<file path="src/shared/tpc_params.svh">
// Register offsets, field positions and reset values of the timer/PWM core.
`ifndef TPC_PARAMS_SVH
`define TPC_PARAMS_SVH
`define TPC_NCH        2
`define TPC_EXT_CH     0
`define TPC_SC_OFF     8'h00
`define TPC_CNT_OFF    8'h04
`define TPC_MOD_OFF    8'h08
`define TPC_CH_BASE    8'h10
`define TPC_CH_STRIDE  8'h08
`define TPC_CHV_OFF    8'h04
`define TPC_SC_FLAG    7
`define TPC_SC_IE      6
`define TPC_SC_CENTER_ALIGNED_PWM    5
`define TPC_SC_CS_HI   4
`define TPC_SC_CS_LO   3
`define TPC_SC_PS_HI   2
`define TPC_SC_PS_LO   0
`define TPC_CH_PULL    8
`define TPC_CH_FLAG    7
`define TPC_CH_IE      6
`define TPC_CH_MS_HI   5
`define TPC_CH_MS_LO   4
`define TPC_CH_EL_HI   3
`define TPC_CH_EL_LO   2
`define TPC_CS_NONE    2'h0
`define TPC_CS_BUS     2'h1
`define TPC_CS_FIXED   2'h2
`define TPC_CS_EXT     2'h3
`define TPC_MOD_RST    16'h0000
`define TPC_CNT_FULL   16'hFFFF
`endif

</file>
<file path="src/shared/tpc_pkg.sv">
// Types shared by the timer/PWM core.
package tpc_pkg;
    typedef enum logic [1:0] {
        TPC_UP   = 2'b01,
        TPC_DOWN = 2'b10
    } tpc_dir_e;
    typedef enum logic [3:0] {
        TPC_K_CAP  = 4'b0001,
        TPC_K_CMP  = 4'b0010,
        TPC_K_EPWM = 4'b0100,
        TPC_K_CENTER_ALIGNED_PWM = 4'b1000
    } tpc_kind_e;
    typedef logic [15:0] tpc_cnt_t;
endpackage : tpc_pkg

</file>
<file path="src/verilog/tpc_core.sv">
// Timer/PWM core: 16-bit counter, prescaler, channels and APB registers.
// Behaviour
// - 16-bit counter: free, modulo, up/down.
// - Modulo 0000 or FFFF means full range.
// - Any counter write clears the counter.
// - Counter reads never disturb counting.
// - Source 1:1 selects external pin clock.
// - External clock synchronised; keep at or below quarter rate.
// - Prescaler divides by 1 to 128.
// - One bit sets all channels center-aligned.
// - Channels independently capture, compare or PWM.
// - Capture on rising, falling or both edges.
// - Compare sets, clears or toggles pin.
// - Per-channel PWM output polarity.
// - Interrupt per channel plus overflow.
// - Clock-sharing channel leaves pin alone.
// - Timer-owned pin ignores port data/direction.
// - Pinless configuration returns pin to GPIO.
// - Reset: disabled, GPIO inputs, pullups off.
// - Timer input pin may enable pullup.
// - Source codes: none, bus, fixed, external.
// - Three-bit prescale after source selection.
// - Overflow flag on wrap or on the center-mode turn at the limit.
`timescale 1ns/1ps
`default_nettype none
`include "tpc_params.svh"
module tpc_core (
    input  wire logic                clk,
    input  wire logic                srst,
    input  wire logic                psel,
    input  wire logic                penable,
    input  wire logic                pwrite,
    input  wire logic [31:0]         paddr,
    input  wire logic [31:0]         pwdata,
    output logic      [31:0]         prdata,
    output logic                     pready,
    output logic                     pslverr,
    input  wire logic                fixed_system_clock,
    input  wire logic [`TPC_NCH-1:0] channel_pin_in,
    input  wire logic [`TPC_NCH-1:0] gpio_data,
    input  wire logic [`TPC_NCH-1:0] gpio_dir,
    output logic      [`TPC_NCH-1:0] channel_pin_out,
    output logic      [`TPC_NCH-1:0] channel_pin_oe,
    output logic      [`TPC_NCH-1:0] pin_pullup_en,
    output logic      [`TPC_NCH-1:0] channel_irq,
    output logic                     overflow_irq
);
    function automatic logic hit(input logic [31:0] a, input logic [7:0] off);
        hit = (a[31:8] == 24'h000000) && (a[7:0] == off);
    endfunction : hit

    function automatic tpc_pkg::tpc_kind_e kind_of(input logic cp, input logic [1:0] ms);
        if (cp) begin
            kind_of = tpc_pkg::TPC_K_CENTER_ALIGNED_PWM;
        end else if (ms[1]) begin
            kind_of = tpc_pkg::TPC_K_EPWM;
        end else if (ms[0]) begin
            kind_of = tpc_pkg::TPC_K_CMP;
        end else begin
            kind_of = tpc_pkg::TPC_K_CAP;
        end
    endfunction : kind_of

    logic                  overflow_flag;
    logic                  ovf_arm;
    logic                  ovf_ie;
    logic                  center_aligned_pwm;
    logic [1:0]            clock_source_select;
    logic [2:0]            prescale_select;
    tpc_pkg::tpc_cnt_t     counter_value;
    tpc_pkg::tpc_cnt_t     modulo_limit;
    tpc_pkg::tpc_cnt_t     lim;
    tpc_pkg::tpc_dir_e     dir;
    logic [6:0]            pre;
    logic [6:0]            pre_mask;
    logic [1:0]            sync1;
    logic [1:0]            sync2;
    logic [1:0]            sync3;
    logic [1:0]            edge_seen;
    logic                  src_tick;
    logic                  pre_tick;
    logic                  wrap;
    logic                  ovf_evt;
    logic                  ext_sel;
    logic                  acc_wr;
    logic                  acc_rd;
    logic                  setup_rd;
    logic                  sc_wr;
    logic                  sc_rd;
    logic                  cnt_wr;
    logic                  mapped;
    logic [31:0]           rd_mux;
    logic [31:0]           ch_rd [`TPC_NCH];
    logic [`TPC_NCH-1:0]   ch_hit;
    logic [`TPC_NCH-1:0]   uses_pin;

    assign acc_wr   = psel && penable && pwrite;
    assign acc_rd   = psel && penable && !pwrite;
    assign setup_rd = psel && !penable && !pwrite;
    assign sc_wr    = acc_wr && hit(paddr, `TPC_SC_OFF);
    assign sc_rd    = acc_rd && hit(paddr, `TPC_SC_OFF);
    assign cnt_wr   = acc_wr && hit(paddr, `TPC_CNT_OFF);
    assign ext_sel  = (clock_source_select == `TPC_CS_EXT);

    // Zero wait states; an unmapped address answers with an error.
    assign pready  = 1'b1;
    assign pslverr = psel && penable && !mapped;

    always_ff @(posedge clk) begin
        if (srst) begin
            ovf_ie              <= 1'b0;
            center_aligned_pwm  <= 1'b0;
            clock_source_select <= `TPC_CS_NONE;
            prescale_select     <= 3'h0;
        end else if (sc_wr) begin
            ovf_ie              <= pwdata[`TPC_SC_IE];
            center_aligned_pwm  <= pwdata[`TPC_SC_CENTER_ALIGNED_PWM];
            clock_source_select <= pwdata[`TPC_SC_CS_HI:`TPC_SC_CS_LO];
            prescale_select     <= pwdata[`TPC_SC_PS_HI:`TPC_SC_PS_LO];
        end
    end

    always_ff @(posedge clk) begin
        if (srst) begin
            modulo_limit <= `TPC_MOD_RST;
        end else if (acc_wr && hit(paddr, `TPC_MOD_OFF)) begin
            modulo_limit <= pwdata[15:0];
        end
    end

    // Fixed clock and the pin clock are both taken as levels and re-timed;
    // channel 0's pin doubles as the external clock input.
    always_ff @(posedge clk) begin
        if (srst) begin
            sync1 <= 2'h0;
            sync2 <= 2'h0;
            sync3 <= 2'h0;
        end else begin
            sync1 <= {channel_pin_in[`TPC_EXT_CH], fixed_system_clock};
            sync2 <= sync1;
            sync3 <= sync2;
        end
    end
    assign edge_seen = sync2 & ~sync3;

    always_comb begin
        case (clock_source_select)
            `TPC_CS_NONE:  src_tick = 1'b0;
            `TPC_CS_BUS:   src_tick = 1'b1;
            `TPC_CS_FIXED: src_tick = edge_seen[0];
            `TPC_CS_EXT:   src_tick = edge_seen[1];
            default:       src_tick = 1'b0;
        endcase
    end

    // The divider sits after selection and synchronisation.
    assign pre_mask = 7'((8'h01 << prescale_select) - 8'h01);
    assign pre_tick = src_tick && ((pre & pre_mask) == pre_mask);

    always_ff @(posedge clk) begin
        if (srst || cnt_wr) begin
            pre <= 7'h00;
        end else if (src_tick) begin
            pre <= pre + 7'h01;
        end
    end

    assign lim  = (modulo_limit == `TPC_MOD_RST) ? `TPC_CNT_FULL : modulo_limit;
    assign wrap = (counter_value == lim) || (counter_value == `TPC_CNT_FULL);
    assign ovf_evt = pre_tick && !cnt_wr && (center_aligned_pwm ?
                     (dir == tpc_pkg::TPC_UP && counter_value == lim) : wrap);

    // Reads have no path into this process, so polling never perturbs counting.
    always_ff @(posedge clk) begin
        if (srst) begin
            counter_value <= 16'h0000;
            dir           <= tpc_pkg::TPC_UP;
        end else if (cnt_wr) begin
            counter_value <= 16'h0000;
            dir           <= tpc_pkg::TPC_UP;
        end else if (pre_tick) begin
            if (!center_aligned_pwm) begin
                dir           <= tpc_pkg::TPC_UP;
                counter_value <= wrap ? 16'h0000 : counter_value + 16'h0001;
            end else if (dir == tpc_pkg::TPC_UP) begin
                if (counter_value == lim) begin
                    dir           <= tpc_pkg::TPC_DOWN;
                    counter_value <= counter_value - 16'h0001;
                end else begin
                    counter_value <= counter_value + 16'h0001;
                end
            end else begin
                if (counter_value == 16'h0000) begin
                    dir           <= tpc_pkg::TPC_UP;
                    counter_value <= 16'h0001;
                end else begin
                    counter_value <= counter_value - 16'h0001;
                end
            end
        end
    end

    // Clearing needs a read that saw the flag set, then a write of zero.
    // A new overflow restarts that sequence and always wins over the clear.
    always_ff @(posedge clk) begin
        if (srst) begin
            overflow_flag <= 1'b0;
        end else if (ovf_evt) begin
            overflow_flag <= 1'b1;
        end else if (sc_wr && ovf_arm && !pwdata[`TPC_SC_FLAG]) begin
            overflow_flag <= 1'b0;
        end
    end

    always_ff @(posedge clk) begin
        if (srst || ovf_evt) begin
            ovf_arm <= 1'b0;
        end else if (sc_rd && overflow_flag) begin
            ovf_arm <= 1'b1;
        end else if (sc_wr) begin
            ovf_arm <= 1'b0;
        end
    end

    assign overflow_irq = overflow_flag && ovf_ie;

    genvar n;
    generate
        for (n = 0; n < `TPC_NCH; n++) begin : g_ch
            localparam logic [7:0] CTL_A = 8'(`TPC_CH_BASE + n * `TPC_CH_STRIDE);
            localparam logic [7:0] VAL_A = 8'(CTL_A + `TPC_CHV_OFF);
            logic              ie;
            logic              pull;
            logic [1:0]        ms;
            logic [1:0]        els;
            logic              flag;
            logic              arm;
            logic              pin_q;
            logic              out_q;
            logic              pwm_hi;
            logic              shared;
            logic              cap_hit;
            logic              cmp_hit;
            logic              pwm_hit;
            logic              evt;
            logic              ctl_wr;
            logic              val_wr;
            tpc_pkg::tpc_cnt_t val;
            tpc_pkg::tpc_cnt_t act;
            tpc_pkg::tpc_kind_e kind;

            assign ctl_wr = acc_wr && hit(paddr, CTL_A);
            assign val_wr = acc_wr && hit(paddr, VAL_A);
            assign kind   = kind_of(center_aligned_pwm, ms);
            assign shared = ext_sel && (n == `TPC_EXT_CH);
            assign uses_pin[n] = (els != 2'h0) && !shared;
            assign ch_hit[n] = hit(paddr, CTL_A) || hit(paddr, VAL_A);
            assign ch_rd[n] = hit(paddr, CTL_A) ?
                              {23'h000000, pull, flag, ie, ms, els, 2'h0} :
                              {16'h0000, val};

            always_ff @(posedge clk) begin
                if (srst) begin
                    ie   <= 1'b0;
                    pull <= 1'b0;
                    ms   <= 2'h0;
                    els  <= 2'h0;
                end else if (ctl_wr) begin
                    ie   <= pwdata[`TPC_CH_IE];
                    pull <= pwdata[`TPC_CH_PULL];
                    ms   <= pwdata[`TPC_CH_MS_HI:`TPC_CH_MS_LO];
                    els  <= pwdata[`TPC_CH_EL_HI:`TPC_CH_EL_LO];
                end
            end

            always_ff @(posedge clk) begin
                if (srst) begin
                    pin_q <= 1'b0;
                end else begin
                    pin_q <= channel_pin_in[n];
                end
            end

            assign cap_hit = (kind == tpc_pkg::TPC_K_CAP) && uses_pin[n] &&
                             ((els[0] && channel_pin_in[n] && !pin_q) ||
                              (els[1] && !channel_pin_in[n] && pin_q));
            // Compare still runs on a shared channel, as a software timer.
            assign cmp_hit = (kind == tpc_pkg::TPC_K_CMP) && pre_tick &&
                             (counter_value == val);
            assign pwm_hit = kind[2] | kind[3] ? (pre_tick && counter_value == act) : 1'b0;
            assign evt     = cap_hit || cmp_hit || pwm_hit;

            always_ff @(posedge clk) begin
                if (srst) begin
                    val <= 16'h0000;
                end else if (cap_hit) begin
                    val <= counter_value;
                end else if (val_wr) begin
                    val <= pwdata[15:0];
                end
            end

            // PWM duty is double-buffered and taken over at the period boundary,
            // so a mid-period write cannot produce a runt pulse.
            always_ff @(posedge clk) begin
                if (srst) begin
                    act <= 16'h0000;
                end else if (kind == tpc_pkg::TPC_K_CMP || kind == tpc_pkg::TPC_K_CAP) begin
                    act <= val;
                end else if (ovf_evt) begin
                    act <= val;
                end
            end

            assign pwm_hi = (counter_value < act);

            always_ff @(posedge clk) begin
                if (srst) begin
                    out_q <= 1'b0;
                end else if (kind == tpc_pkg::TPC_K_CMP) begin
                    if (cmp_hit && uses_pin[n]) begin
                        case (els)
                            2'h1:    out_q <= !out_q;
                            2'h2:    out_q <= 1'b0;
                            2'h3:    out_q <= 1'b1;
                            default: out_q <= out_q;
                        endcase
                    end
                end else if (kind != tpc_pkg::TPC_K_CAP) begin
                    out_q <= els[0] ? !pwm_hi : pwm_hi;
                end
            end

            always_ff @(posedge clk) begin
                if (srst) begin
                    flag <= 1'b0;
                end else if (evt) begin
                    flag <= 1'b1;
                end else if (ctl_wr && arm && !pwdata[`TPC_CH_FLAG]) begin
                    flag <= 1'b0;
                end
            end

            always_ff @(posedge clk) begin
                if (srst || evt) begin
                    arm <= 1'b0;
                end else if (acc_rd && hit(paddr, CTL_A) && flag) begin
                    arm <= 1'b1;
                end else if (ctl_wr) begin
                    arm <= 1'b0;
                end
            end

            assign channel_irq[n] = flag && ie;
            assign channel_pin_out[n] = uses_pin[n] ? out_q : gpio_data[n];
            assign channel_pin_oe[n]  = uses_pin[n] ? (kind != tpc_pkg::TPC_K_CAP)
                                                    : gpio_dir[n];
            assign pin_pullup_en[n] = uses_pin[n] && (kind == tpc_pkg::TPC_K_CAP) && pull;

        end
    endgenerate

    always_comb begin
        rd_mux = 32'h00000000;
        mapped = 1'b1;
        if (hit(paddr, `TPC_SC_OFF)) begin
            rd_mux = {24'h000000, overflow_flag, ovf_ie, center_aligned_pwm,
                      clock_source_select, prescale_select};
        end else if (hit(paddr, `TPC_CNT_OFF)) begin
            rd_mux = {16'h0000, counter_value};
        end else if (hit(paddr, `TPC_MOD_OFF)) begin
            rd_mux = {16'h0000, modulo_limit};
        end else begin
            mapped = 1'b0;
            for (int i = 0; i < `TPC_NCH; i++) begin
                if (ch_hit[i]) begin
                    rd_mux = ch_rd[i];
                    mapped = 1'b1;
                end
            end
        end
    end

    always_ff @(posedge clk) begin
        if (srst) begin
            prdata <= 32'h00000000;
        end else if (setup_rd) begin
            prdata <= rd_mux;
        end
    end
endmodule : tpc_core
`default_nettype wire

</file>
<file path="config.mk">
export PLATFORM = sky130hd
export DESIGN_NAME = tpc_core
export DESIGN_NICKNAME = d
export VERILOG_FILES = /design/src/shared/tpc_pkg.sv /design/src/verilog/tpc_core.sv
export VERILOG_INCLUDE_DIRS = /design/src /design/src/shared
export SDC_FILE = /design/constraint.sdc
export NUM_CORES = 1
export LEC_CHECK = 0
export ABC_AREA = 1
export BUFFER_PORTS_ARGS = -buffer_cell sky130_fd_sc_hd__buf_4
export CAP_MARGIN = 5
export CORE_MARGIN = 8
export CORE_UTILIZATION = 45
export CTS_CLUSTER_DIAMETER = 40
export DETAILED_ROUTE_END_ITERATION = 8
export GPL_TIMING_DRIVEN = 0
export PLACE_DENSITY = 0.66
export SYNTH_ARGS = -nofsm -noshare
export SYNTH_HDL_FRONTEND = slang
export SYNTH_SLANG_ARGS = --single-unit
export TNS_END_PERCENT = 5
</file>
<file path="constraint.sdc">
create_clock -name clk -period 1.97 [get_ports clk]
set_clock_uncertainty 0.05 [all_clocks]
set_input_delay 0.0985 -clock clk [delete_from_list [all_inputs] [get_ports clk]]
set_output_delay 0.0985 -clock clk [all_outputs]
set_load 0.1 [all_outputs]
</file>
==> results of run 1 <==
[final timing paths]
| check | endpoint | slack [ns] | cells after the start |
|---|---|---|---|
| worst max-delay path | g_ch[0].act[1] | -0.55 | 18 |
| worst min-delay path | prdata[3] | 0.02 | 4 |
| worst max register to register | g_ch[0].act[1] | -0.55 | 18 |
| worst min register to register | sync2[0] | 0.36 | 2 |
[Yosys cell counts, drive strengths merged (2+ instances only)]
cell type    n
o31ai        4
dfxtp      155
a211oi       4
nor2       178
o221ai       2
o21bai       3
clkinv       4
xnor2       18
o21a         2
a21oi      126
nand3      117
a31oi       32
ha          38
nand4       17
o22ai        4
buf         59
conb         2
o2111ai      4
clkbuf      34
or2         14
nand2      362
nor4         9
inv        157
o211ai       9
nor3        24
xor2        33
o21ai      122
[cell type report]
class	instances	area, um2
tap	280	350
multi-input combinational	1145	6550
timing repair buffer	137	1290
clock inverter	14	139
fill	2040	8520
clock buffer	18	439
sequential	155	3140
buffer	92	751
inverter	161	648
[what timing repair did]
action	in CTS	in global routing
setup endpoints to repair	105	114
gates resized for setup	192	125
pin swaps	37	61
cloned	4	6
hold buffers	20	0
hold endpoints to repair	57	0
buffers inserted	11	12
[routing by layer]
layer,GRT usage (%),share of wire [%],vias up
met5,0,0,-
met4,14.2,4.3,0
met3,5.66,9.9,120
met2,45.8,45,670
met1,38.5,41,5278
li1,-,-,5365
[placed cells by master (no fill, tap or decap), drive strengths merged, types with 18 or more instances in the layout]
| master | instances |
|---|---|
| a21oi | 126 |
| xnor2 | 18 |
| nand3 | 117 |
| buf | 172 |
| nand2 | 362 |
| o21ai | 122 |
| dlygate4sd3 | 20 |
| a31oi | 32 |
| nor3 | 24 |
| clkbuf | 55 |
| inv | 159 |
| ha | 38 |
| dfxtp | 155 |
| xor2 | 33 |
| nor2 | 178 |
[registers in the layout, indices dropped and copies added (netlist names), 3 cells and up]
name	count
prescale_select	3
prdata	16
g_ch.act	32
pre	7
g_ch.els	4
counter_value	16
g_ch.val	32
g_ch.ms	4
modulo_limit	16
[kinds of logic after synthesis]
logic type | Yosys count | synth area share (%)
xor gates and xnor gates | 51 | 4.47
adders and majority gates | 38 | 4.76
AOI/OAI and AO/OA | 316 | 17.2
buffers and inverters | 254 | 11.2
DFF | 155 | 31.1
other | 2 | 0.0752
and+or+nand+nor | 723 | 31.2
[through the flow]
step	setup TNS (ns)	cell area [um2]
floorplan	-1.74	10100
global placement	-82.67	11100
detailed placement	-83.28	11100
CTS	-20.91	12700
global route	-34.91	13300
finish	-25.19	13300
[worst reg2reg max path: stages (launching register included)]
cell	delay, ns
sky130_fd_sc_hd__dfxtp_1	0.32
sky130_fd_sc_hd__nor2_1	0.15
sky130_fd_sc_hd__nand2_2	0.11
sky130_fd_sc_hd__nor2_4	0.16
sky130_fd_sc_hd__nand2_8	0.12
sky130_fd_sc_hd__buf_8	0.17
sky130_fd_sc_hd__nand3_2	0.05
sky130_fd_sc_hd__nand2_1	0.08
sky130_fd_sc_hd__nor2_1	0.11
sky130_fd_sc_hd__nand2_1	0.07
sky130_fd_sc_hd__nor2_2	0.15
sky130_fd_sc_hd__nand2_2	0.08
sky130_fd_sc_hd__nand2_2	0.08
sky130_fd_sc_hd__nand3_4	0.13
sky130_fd_sc_hd__clkbuf_16	0.21
sky130_fd_sc_hd__buf_12	0.14
sky130_fd_sc_hd__nand3_2	0.05
sky130_fd_sc_hd__nand2_1	0.09
sky130_fd_sc_hd__nor2_2	0.14
[power by group]
group | switching [W] | leakage (nW) | total, W | internal, W
Sequential | 0.00000407 | 1.26 | 0.00314 | 0.00313
Combinational | 0.000427 | 4.00 | 0.000612 | 0.000185
Clock | 0.00156 | 0.281 | 0.00336 | 0.00180
==> impl.org, run 1 <==
** Placed design
- Final HPWL from detailed placement :: between 30000 and 40000 um
- Timing analysis after detailed placement gives a worst setup slack of -1.03 ns.
- Routability congestion estimate :: 1.01
- Port buffering added between 80 and 90 buffers.
- Placed Cells incl. Taps :: 1918

** Critical path
- Worst path top cell family by delay :: simple AND/OR/NAND/NOR gates
- At the worst endpoint, the arrival time is 2.84 ns.
- Maximum fanout along the worst path :: 8
- Total buffers and inverters traversed by the critical path :: 3
- The slowest stage of the critical path is the sky130_fd_sc_hd__dfxtp_1 cell.
- The worst setup path is captured at a flop.
- Stage delay of the slowest cell on the critical path :: approximately 0.32 ns
- The most critical setup path has its startpoint at modulo_limit[12].
- Required time at the worst-slack endpoint :: 2.29 ns
- The signal on the critical path passes through nor2_1 > nand2_2 > nor2_4 > nand2_8 > buf_8 > nand3_2 > nand2_1 > nor2_1 > nand2_1 > nor2_2 > nand2_2 > nand2_2 > nand3_4 > clkbuf_16 > buf_12 > nand3_2 > nand2_1 > nor2_2.
- Type of the worst setup path :: flop to flop
- Startpoint type of the worst setup path :: flop
- Start of the worst register-to-register path :: modulo_limit[12]

** Floorplanning
- Die Y-Extent :: 165 um
- Cell row count :: 54
- The floorplan step set the die width to 165 um.
- During I/O placement, the number of pins put on the boundary was about 120.
- The region available for standard cell placement spans 0.0218 mm2.
- For this configuration, the core starts out at a cell density of 45.8%.
- Die footprint :: ~0.027 mm2

** Drt
- The first TritonRoute pass finished after 5 iterations.
- Via density per instance :: about 5.7
- For this run, design rule violations remaining after detail routing come to 0.
- For this block, the initial DRC count from the detailed router was 1475.
- Average detailed-routed wire length per instance :: 20.8 um
- Detailed-route via count :: 11400
- The detail route stage leaves a number of antenna-violating nets equal to 0.
- Total routed wirelength :: 41500 um

** GRT
- The first global-routing pass estimated 60700 um of wire.
- Initial antenna violation count :: 0
- Global routing finished with a remaining overflow of 0.
- The number of global-route vias before repair is 10600.
- Maximum number of pins on one net before global-route repair :: 17
- Across every metal layer, demand over resource in global routing totals 29.5%.

** Clock tree
- Clock transition at the registers of the reported paths :: around 0.07 ns
- Count of H-tree levels built during CTS :: 4
- In this run, CTS created clock tree buffers numbering 17.
- Clock sink count :: about 160
- The later pin in the worst-skew pair is clocked with a latency of 0.45 ns.
- CTS tree :: done
- Max Root-Sink Buffers :: 2
- CTS root buffer :: sky130_fd_sc_hd__clkbuf_16

** Finish
- Synthesis-to-finish area growth :: 33.2%
- For this run, the post-layout net count is approximately 1800.
- Final core area utilization :: 61.0%
- The post-route netlist has 23.7% of its cells at a drive strength greater than 1.
- The finished layout holds 2002 standard cells, fillers aside.
- Antenna diodes :: 0

** Pwr
- Summed over all cells, the static leakage comes to 5.54 nW.
- In this run the power density over the cells is approximately 530 mW/mm2.
- The worst-case IR drop observed on VDD is between 0.0004 and 0.0005 V.
- Power comes to 0.00711 W.

** Min path
- In this run the most critical hold path is launched from penable.
- The path class of the tightest hold or removal check is input pin to flop.

** Timing
- On the final layout, the worst hold slack is 0.0233 ns.
- Least setup slack across all paths after layout :: -0.546 ns
- RSZ-0062 raised after global routing :: yes
- Peak clock frequency supported by timing :: around 400 MHz
- The routed design could run at a clock period as short as ~2.5 ns.
- The count of final hold-check violations was 0.
- Number of max-slew violations in the final report :: 0
- Setup violations remaining at the end of the flow were counted as 79.
- The worst path uses 128% of the clock period.
- Tightest slew margin relative to the limit :: around a fifth
- Worst Tran Pin Value :: 1.21 ns

** Synth
- Most used flip-flop cell after synthesis :: sky130_fd_sc_hd__dfxtp_1
- Counting flops with a built-in enable in the synthesized netlist gives 0.
- Post-synth cell types :: 45
- The share of synthesized area in the top cell type comes to 31.1%.
- Yosys attributes the largest share of cell area to sky130_fd_sc_hd__dfxtp_1 31%, sky130_fd_sc_hd__nand2_1 14%, sky130_fd_sc_hd__nor2_1 6.4%, sky130_fd_sc_hd__a21oi_1 6.3%, sky130_fd_sc_hd__o21ai_0 5.9%.
- Async S/R FF share, synth :: 0%
- Synthesized netlist cell count :: ~1500
- sky130_fd_sc_hd__dfxtp_1 takes more of the synthesized area than any other cell.
- Synthesized cell area :: 0.00999 mm2
- A synthesized cell averages 6.49 um2.
- During synthesis, Yosys emitted a total of 0 warnings.
- Seq/Total Area, Yosys :: 31.1%
- Flip-flop and latch count after synthesis :: 155

** Run
- Max-cap violation count :: 0

** Run status
- The checks that failed: negative setup slack.
- Status :: finished, violations left
(Power assumes the default switching activity.)
==> inputs of run 2 (changes only) <==
==> constraint.sdc (replaced) <==
create_clock -name clk -period 1.97 [get_ports clk]
set_clock_uncertainty 0.05 [all_clocks]
set_input_delay 0 -clock clk [delete_from_list [all_inputs] [get_ports clk]]
set_output_delay 0 -clock clk [all_outputs]
set_load 0.1 [all_outputs]
==> run 2 against run 1 <==
The run still ends with negative setup slack left; critical path type unchanged; power increased by 0.47%; final cell count decreased by 0.40%; utilization shrank 1.9 points; final area shrank 3.0%; worst setup slack better by 0.11 ns; clock power about the same; sequential power about the same; via count is 1.0% lower.
==> impl.org, run 2 (same netlist as run 1, synthesis figures left out) <==
** Drt
- Count of TritonRoute iterations in the first routing pass :: 5 (unchanged)
- Number of nets still failing antenna checks after routing :: 0 (unchanged)
- Via density per instance :: 5.68 (-0.62%)
- The post-detailed-route wirelength per cell is 20.2 um (-2.4%).
- The vias after detailed routing is 11300 (-1.0%).
- First-iteration detailed-routing DRC count :: 1110 (-25%)
- Total routed wirelength :: 40400 um (-2.8%)
- The remaining design rule violation count was 0 (unchanged).

** Pwr
- The relative contribution of combinational cells to total power is 8.6% (about the same).
- The power per cell area is 553 mW/mm2 (+3.6%).
- Internal power of the cells :: 0.00503 W (-1.7%)
- The clock share of power was 47.4% (about the same).
- Fraction of power spent switching nets :: 29.5% (+1.6 points)
- The register share of total power came to 44.0% (about the same).
- The static leakage power came to 5.41 nW (-2.3%).
- Max rail drop VDD :: 0.000523 V (+7.1%)
- The net switching component of the power was 0.00211 W (+6.1%).

** Timing
- The final worst-path setup slack is -0.437 ns (+0.109 ns).
- The count of final max-slew check failures was 0 (unchanged).
- The max-slew headroom at the worst pin came to 39.9% (+21 points).
- The aggregate negative setup slack was -20.89 ns (+4.30 ns).
- The setup violation total in the final timing report came to 84 (+6.3%).
- The worst-case hold slack was 0.0454 ns (+0.0221 ns).
- The maximum frequency from static timing analysis was 415 MHz (+4.5%).
- Worst Tran Pin Value :: 0.901 ns (-0.309 ns)
- Tcrit/Tclk final :: 122% (-5.5 points)
- The count of final hold-check violations is 0 (unchanged).
- The clock period minus worst slack is 2.41 ns (-0.109 ns).
- RSZ-0062 raised after global routing :: yes

** Critical path
- The register-to-register setup slack came to -0.44 ns (+0.11 ns).
- The signal on the critical path passes through nor2_1 > nand2_1 > nor2_2 > nand2_4 > clkbuf_16 > nand3_2 > nand2_2 > nor2_1 > nand2_1 > nor2_2 > nand2_4 > nand2_4 > nand3_4 > buf_12 > buf_12 > a21oi_4 > nor2_2.
- Type of the worst setup path :: flop to flop
- Type of element capturing the critical path :: flop
- Among all stages on the critical path, the largest delay is contributed by sky130_fd_sc_hd__dfxtp_4.
- Maximum fanout along the worst path :: 10 (+2)
- On the critical path the largest part of the delay comes from simple AND/OR/NAND/NOR gates.
- Required time at the worst-slack endpoint :: 2.27 ns (-0.02 ns)
- The endpoint identified for the worst register-to-register timing path is g_ch[0].act[7].
- The worst-case reg-to-reg path depth is 17 (-1).
- Start of the worst register-to-register path :: modulo_limit[5]
- Startpoint type of the worst setup path :: flop
- The longest individual stage delay on the worst path is 0.37 ns (+0.05 ns).
- Total buffers and inverters traversed by the critical path :: 3 (unchanged)
- The data arrival time at the worst-slack endpoint was 2.70 ns (-0.14 ns).

** Floorplanning
- Core region area :: 0.0218 mm2 (unchanged)
- Initial standard-cell utilization of the core :: 45.8% (unchanged)
- The row count was 54 (unchanged).
- The full die area was 0.0272 mm2 (unchanged).
- Ports :: 119 (unchanged)
- Die Y-Extent :: 165 um (unchanged)
- Width of the die :: 165 um (unchanged)

** Run
- The number of maximum-capacitance violations came to 0 (unchanged).

** GRT
- The number of global-route vias before repair came to 10300 (-3.0%).
- The number of antenna violations at the first check in global routing is 1 (+1).
- The total routing usage reported by global routing was 28.9% (-0.55 points).
- Total gr overflow :: 0 (unchanged)
- First-pass GRT wire length :: 59500 um (-2.1%)
- The largest net degree at the start of global routing is 19 (+2).

** Finish
- From synthesis to final layout, the design area changed by 29.2%.
- The count of inserted antenna diode cells was 0 (unchanged).
- Most common cell after layout, fill and taps aside :: sky130_fd_sc_hd__nand2_1
- The multi-input logic area came to 0.00635 mm2 (-2.9%).
- The number of fillers in the final layout is 2079 (+1.9%).
- Fin nets :: 1815 (-0.44%)
- Reg area :: 0.00313 mm2 (-0.20%)
- Largest registers :: g_ch.act x32, g_ch.val x32
- In the layout the commonest cells are 339 x sky130_fd_sc_hd__nand2_1, 155 x sky130_fd_sc_hd__nor2_1, 138 x sky130_fd_sc_hd__inv_1.
- Ratio of cells with drive above 1 in the final layout :: 22.5% (-1.2 points)

** Clock tree
- The total CTS buffers was 17 (unchanged).
- Count of H-tree levels built during CTS :: 4 (unchanged)
- CTS root buffer :: sky130_fd_sc_hd__clkbuf_16
- Max Root-Sink Buffers :: 2 (unchanged)
- The CTS sink count came to 155 (unchanged).
- Insertion delay to the later sink of the worst-skew pair :: 0.45 ns (about the same)
- The clock slew seen by the registers of the worst setup and hold paths was 0.08 ns (about the same).
- TritonCTS built the clock tree.

** Min path
- Worst hold path depth :: 5 (+1)
- The path with the worst hold slack has its endpoint at prdata[4].
- The path class of the tightest hold or removal check is input pin to flop.
- Origin of the worst min-delay path :: penable

** Placed design
- The global placer's final weighted congestion was 0.997 (-1.7%).
- The post-DP HPWL came to 30900 um (+1.6%).
- The number of port buffers was 84 (unchanged).

** Run status
- The flow ran to the end, but the final reports show violations.
- The final reports fail on negative setup slack.
==> run 2: power groups by stage <==
| stage | sequential, W | combinational (W) | clock (W) |
|---|---|---|---|
| detailed placement | 0.00322 | 0.000562 | 0 |
| CTS | 0.00314 | 0.000600 | 0.00339 |
| global route | 0.00314 | 0.000643 | 0.00354 |
| finish | 0.00314 | 0.000613 | 0.00339 |
| floorplan | 0.00324 | 0.000334 | 0 |
| global placement | 0.00322 | 0.000560 | 0 |
==> run 2: tightest hold or removal path: stages <==
cell and delay (ns):
sky130_fd_sc_hd__buf_4 0.09, sky130_fd_sc_hd__nor3_2 0.05, sky130_fd_sc_hd__clkinv_1 0.18, sky130_fd_sc_hd__a21oi_1 0.06, sky130_fd_sc_hd__a21oi_1 0.13
==> run 2: cell type report <==
cell class,instances,share of cell area [%]
Buffer,93,5.61
Clock inverter,15,1.29
Tap cell,280,2.72
Timing Repair Buffer,128,8.56
Inverter,161,4.99
Sequential cell,155,24.3
Clock buffer,17,3.30
Multi-Input combinational cell,1145,49.2
==> run 2: routing by layer <==
metal,GRT usage (%),share of wire (%),routed length [um],vias up
met3,5.23,7.7,3110,112
met1,38.5,44,17600,5278
met2,44.6,45,18000,575
met4,13.4,4.0,1630,2
li1,-,-,-,5350
met5,0,0.032,13,-
==> run 2: how the worst max path moves through the flow <==
stage	end	cells after the start	startpoint
5_1_grt	g_ch[0].act[8]	17	modulo_limit[9]
3_3_place_gp	g_ch[0].val[2]	11	g_ch[0].els[0]
3_5_place_dp	g_ch[0].val[2]	11	g_ch[0].els[0]
2_1_floorplan	channel_pin_oe[1]	4	g_ch[1].els[0]
6_report	g_ch[0].act[7]	17	modulo_limit[5]
4_1_cts	g_ch[0].act[7]	17	modulo_limit[12]
==> run 2: stage by stage <==
stage | power [W] | setup WS (ns) | cells | instance area [um2] | util [%]
floorplan | 0.00358 | -0.275 | 1554 | 10100 | -
global placement | 0.00378 | -1.01 | 1918 | 11000 | 50.6
detailed placement | 0.00378 | -0.947 | 1918 | 11000 | 50.6
CTS | 0.00713 | -0.396 | 1984 | 12400 | 56.8
global route | 0.00733 | -0.568 | 1994 | 12900 | 59.1
finish | 0.00714 | -0.437 | 1994 | 12900 | 59.1
==> run 2: repair_timing <==
action / CTS / global route
resized for setup: 141 / 122
endpoints found under the setup margin: 96 / 119
gates cloned: 0 / 3
hold endpoints to repair: 83 / 0
hold buffers: 22 / 0
pin swaps: 14 / 38
setup buffers: 12 / 7
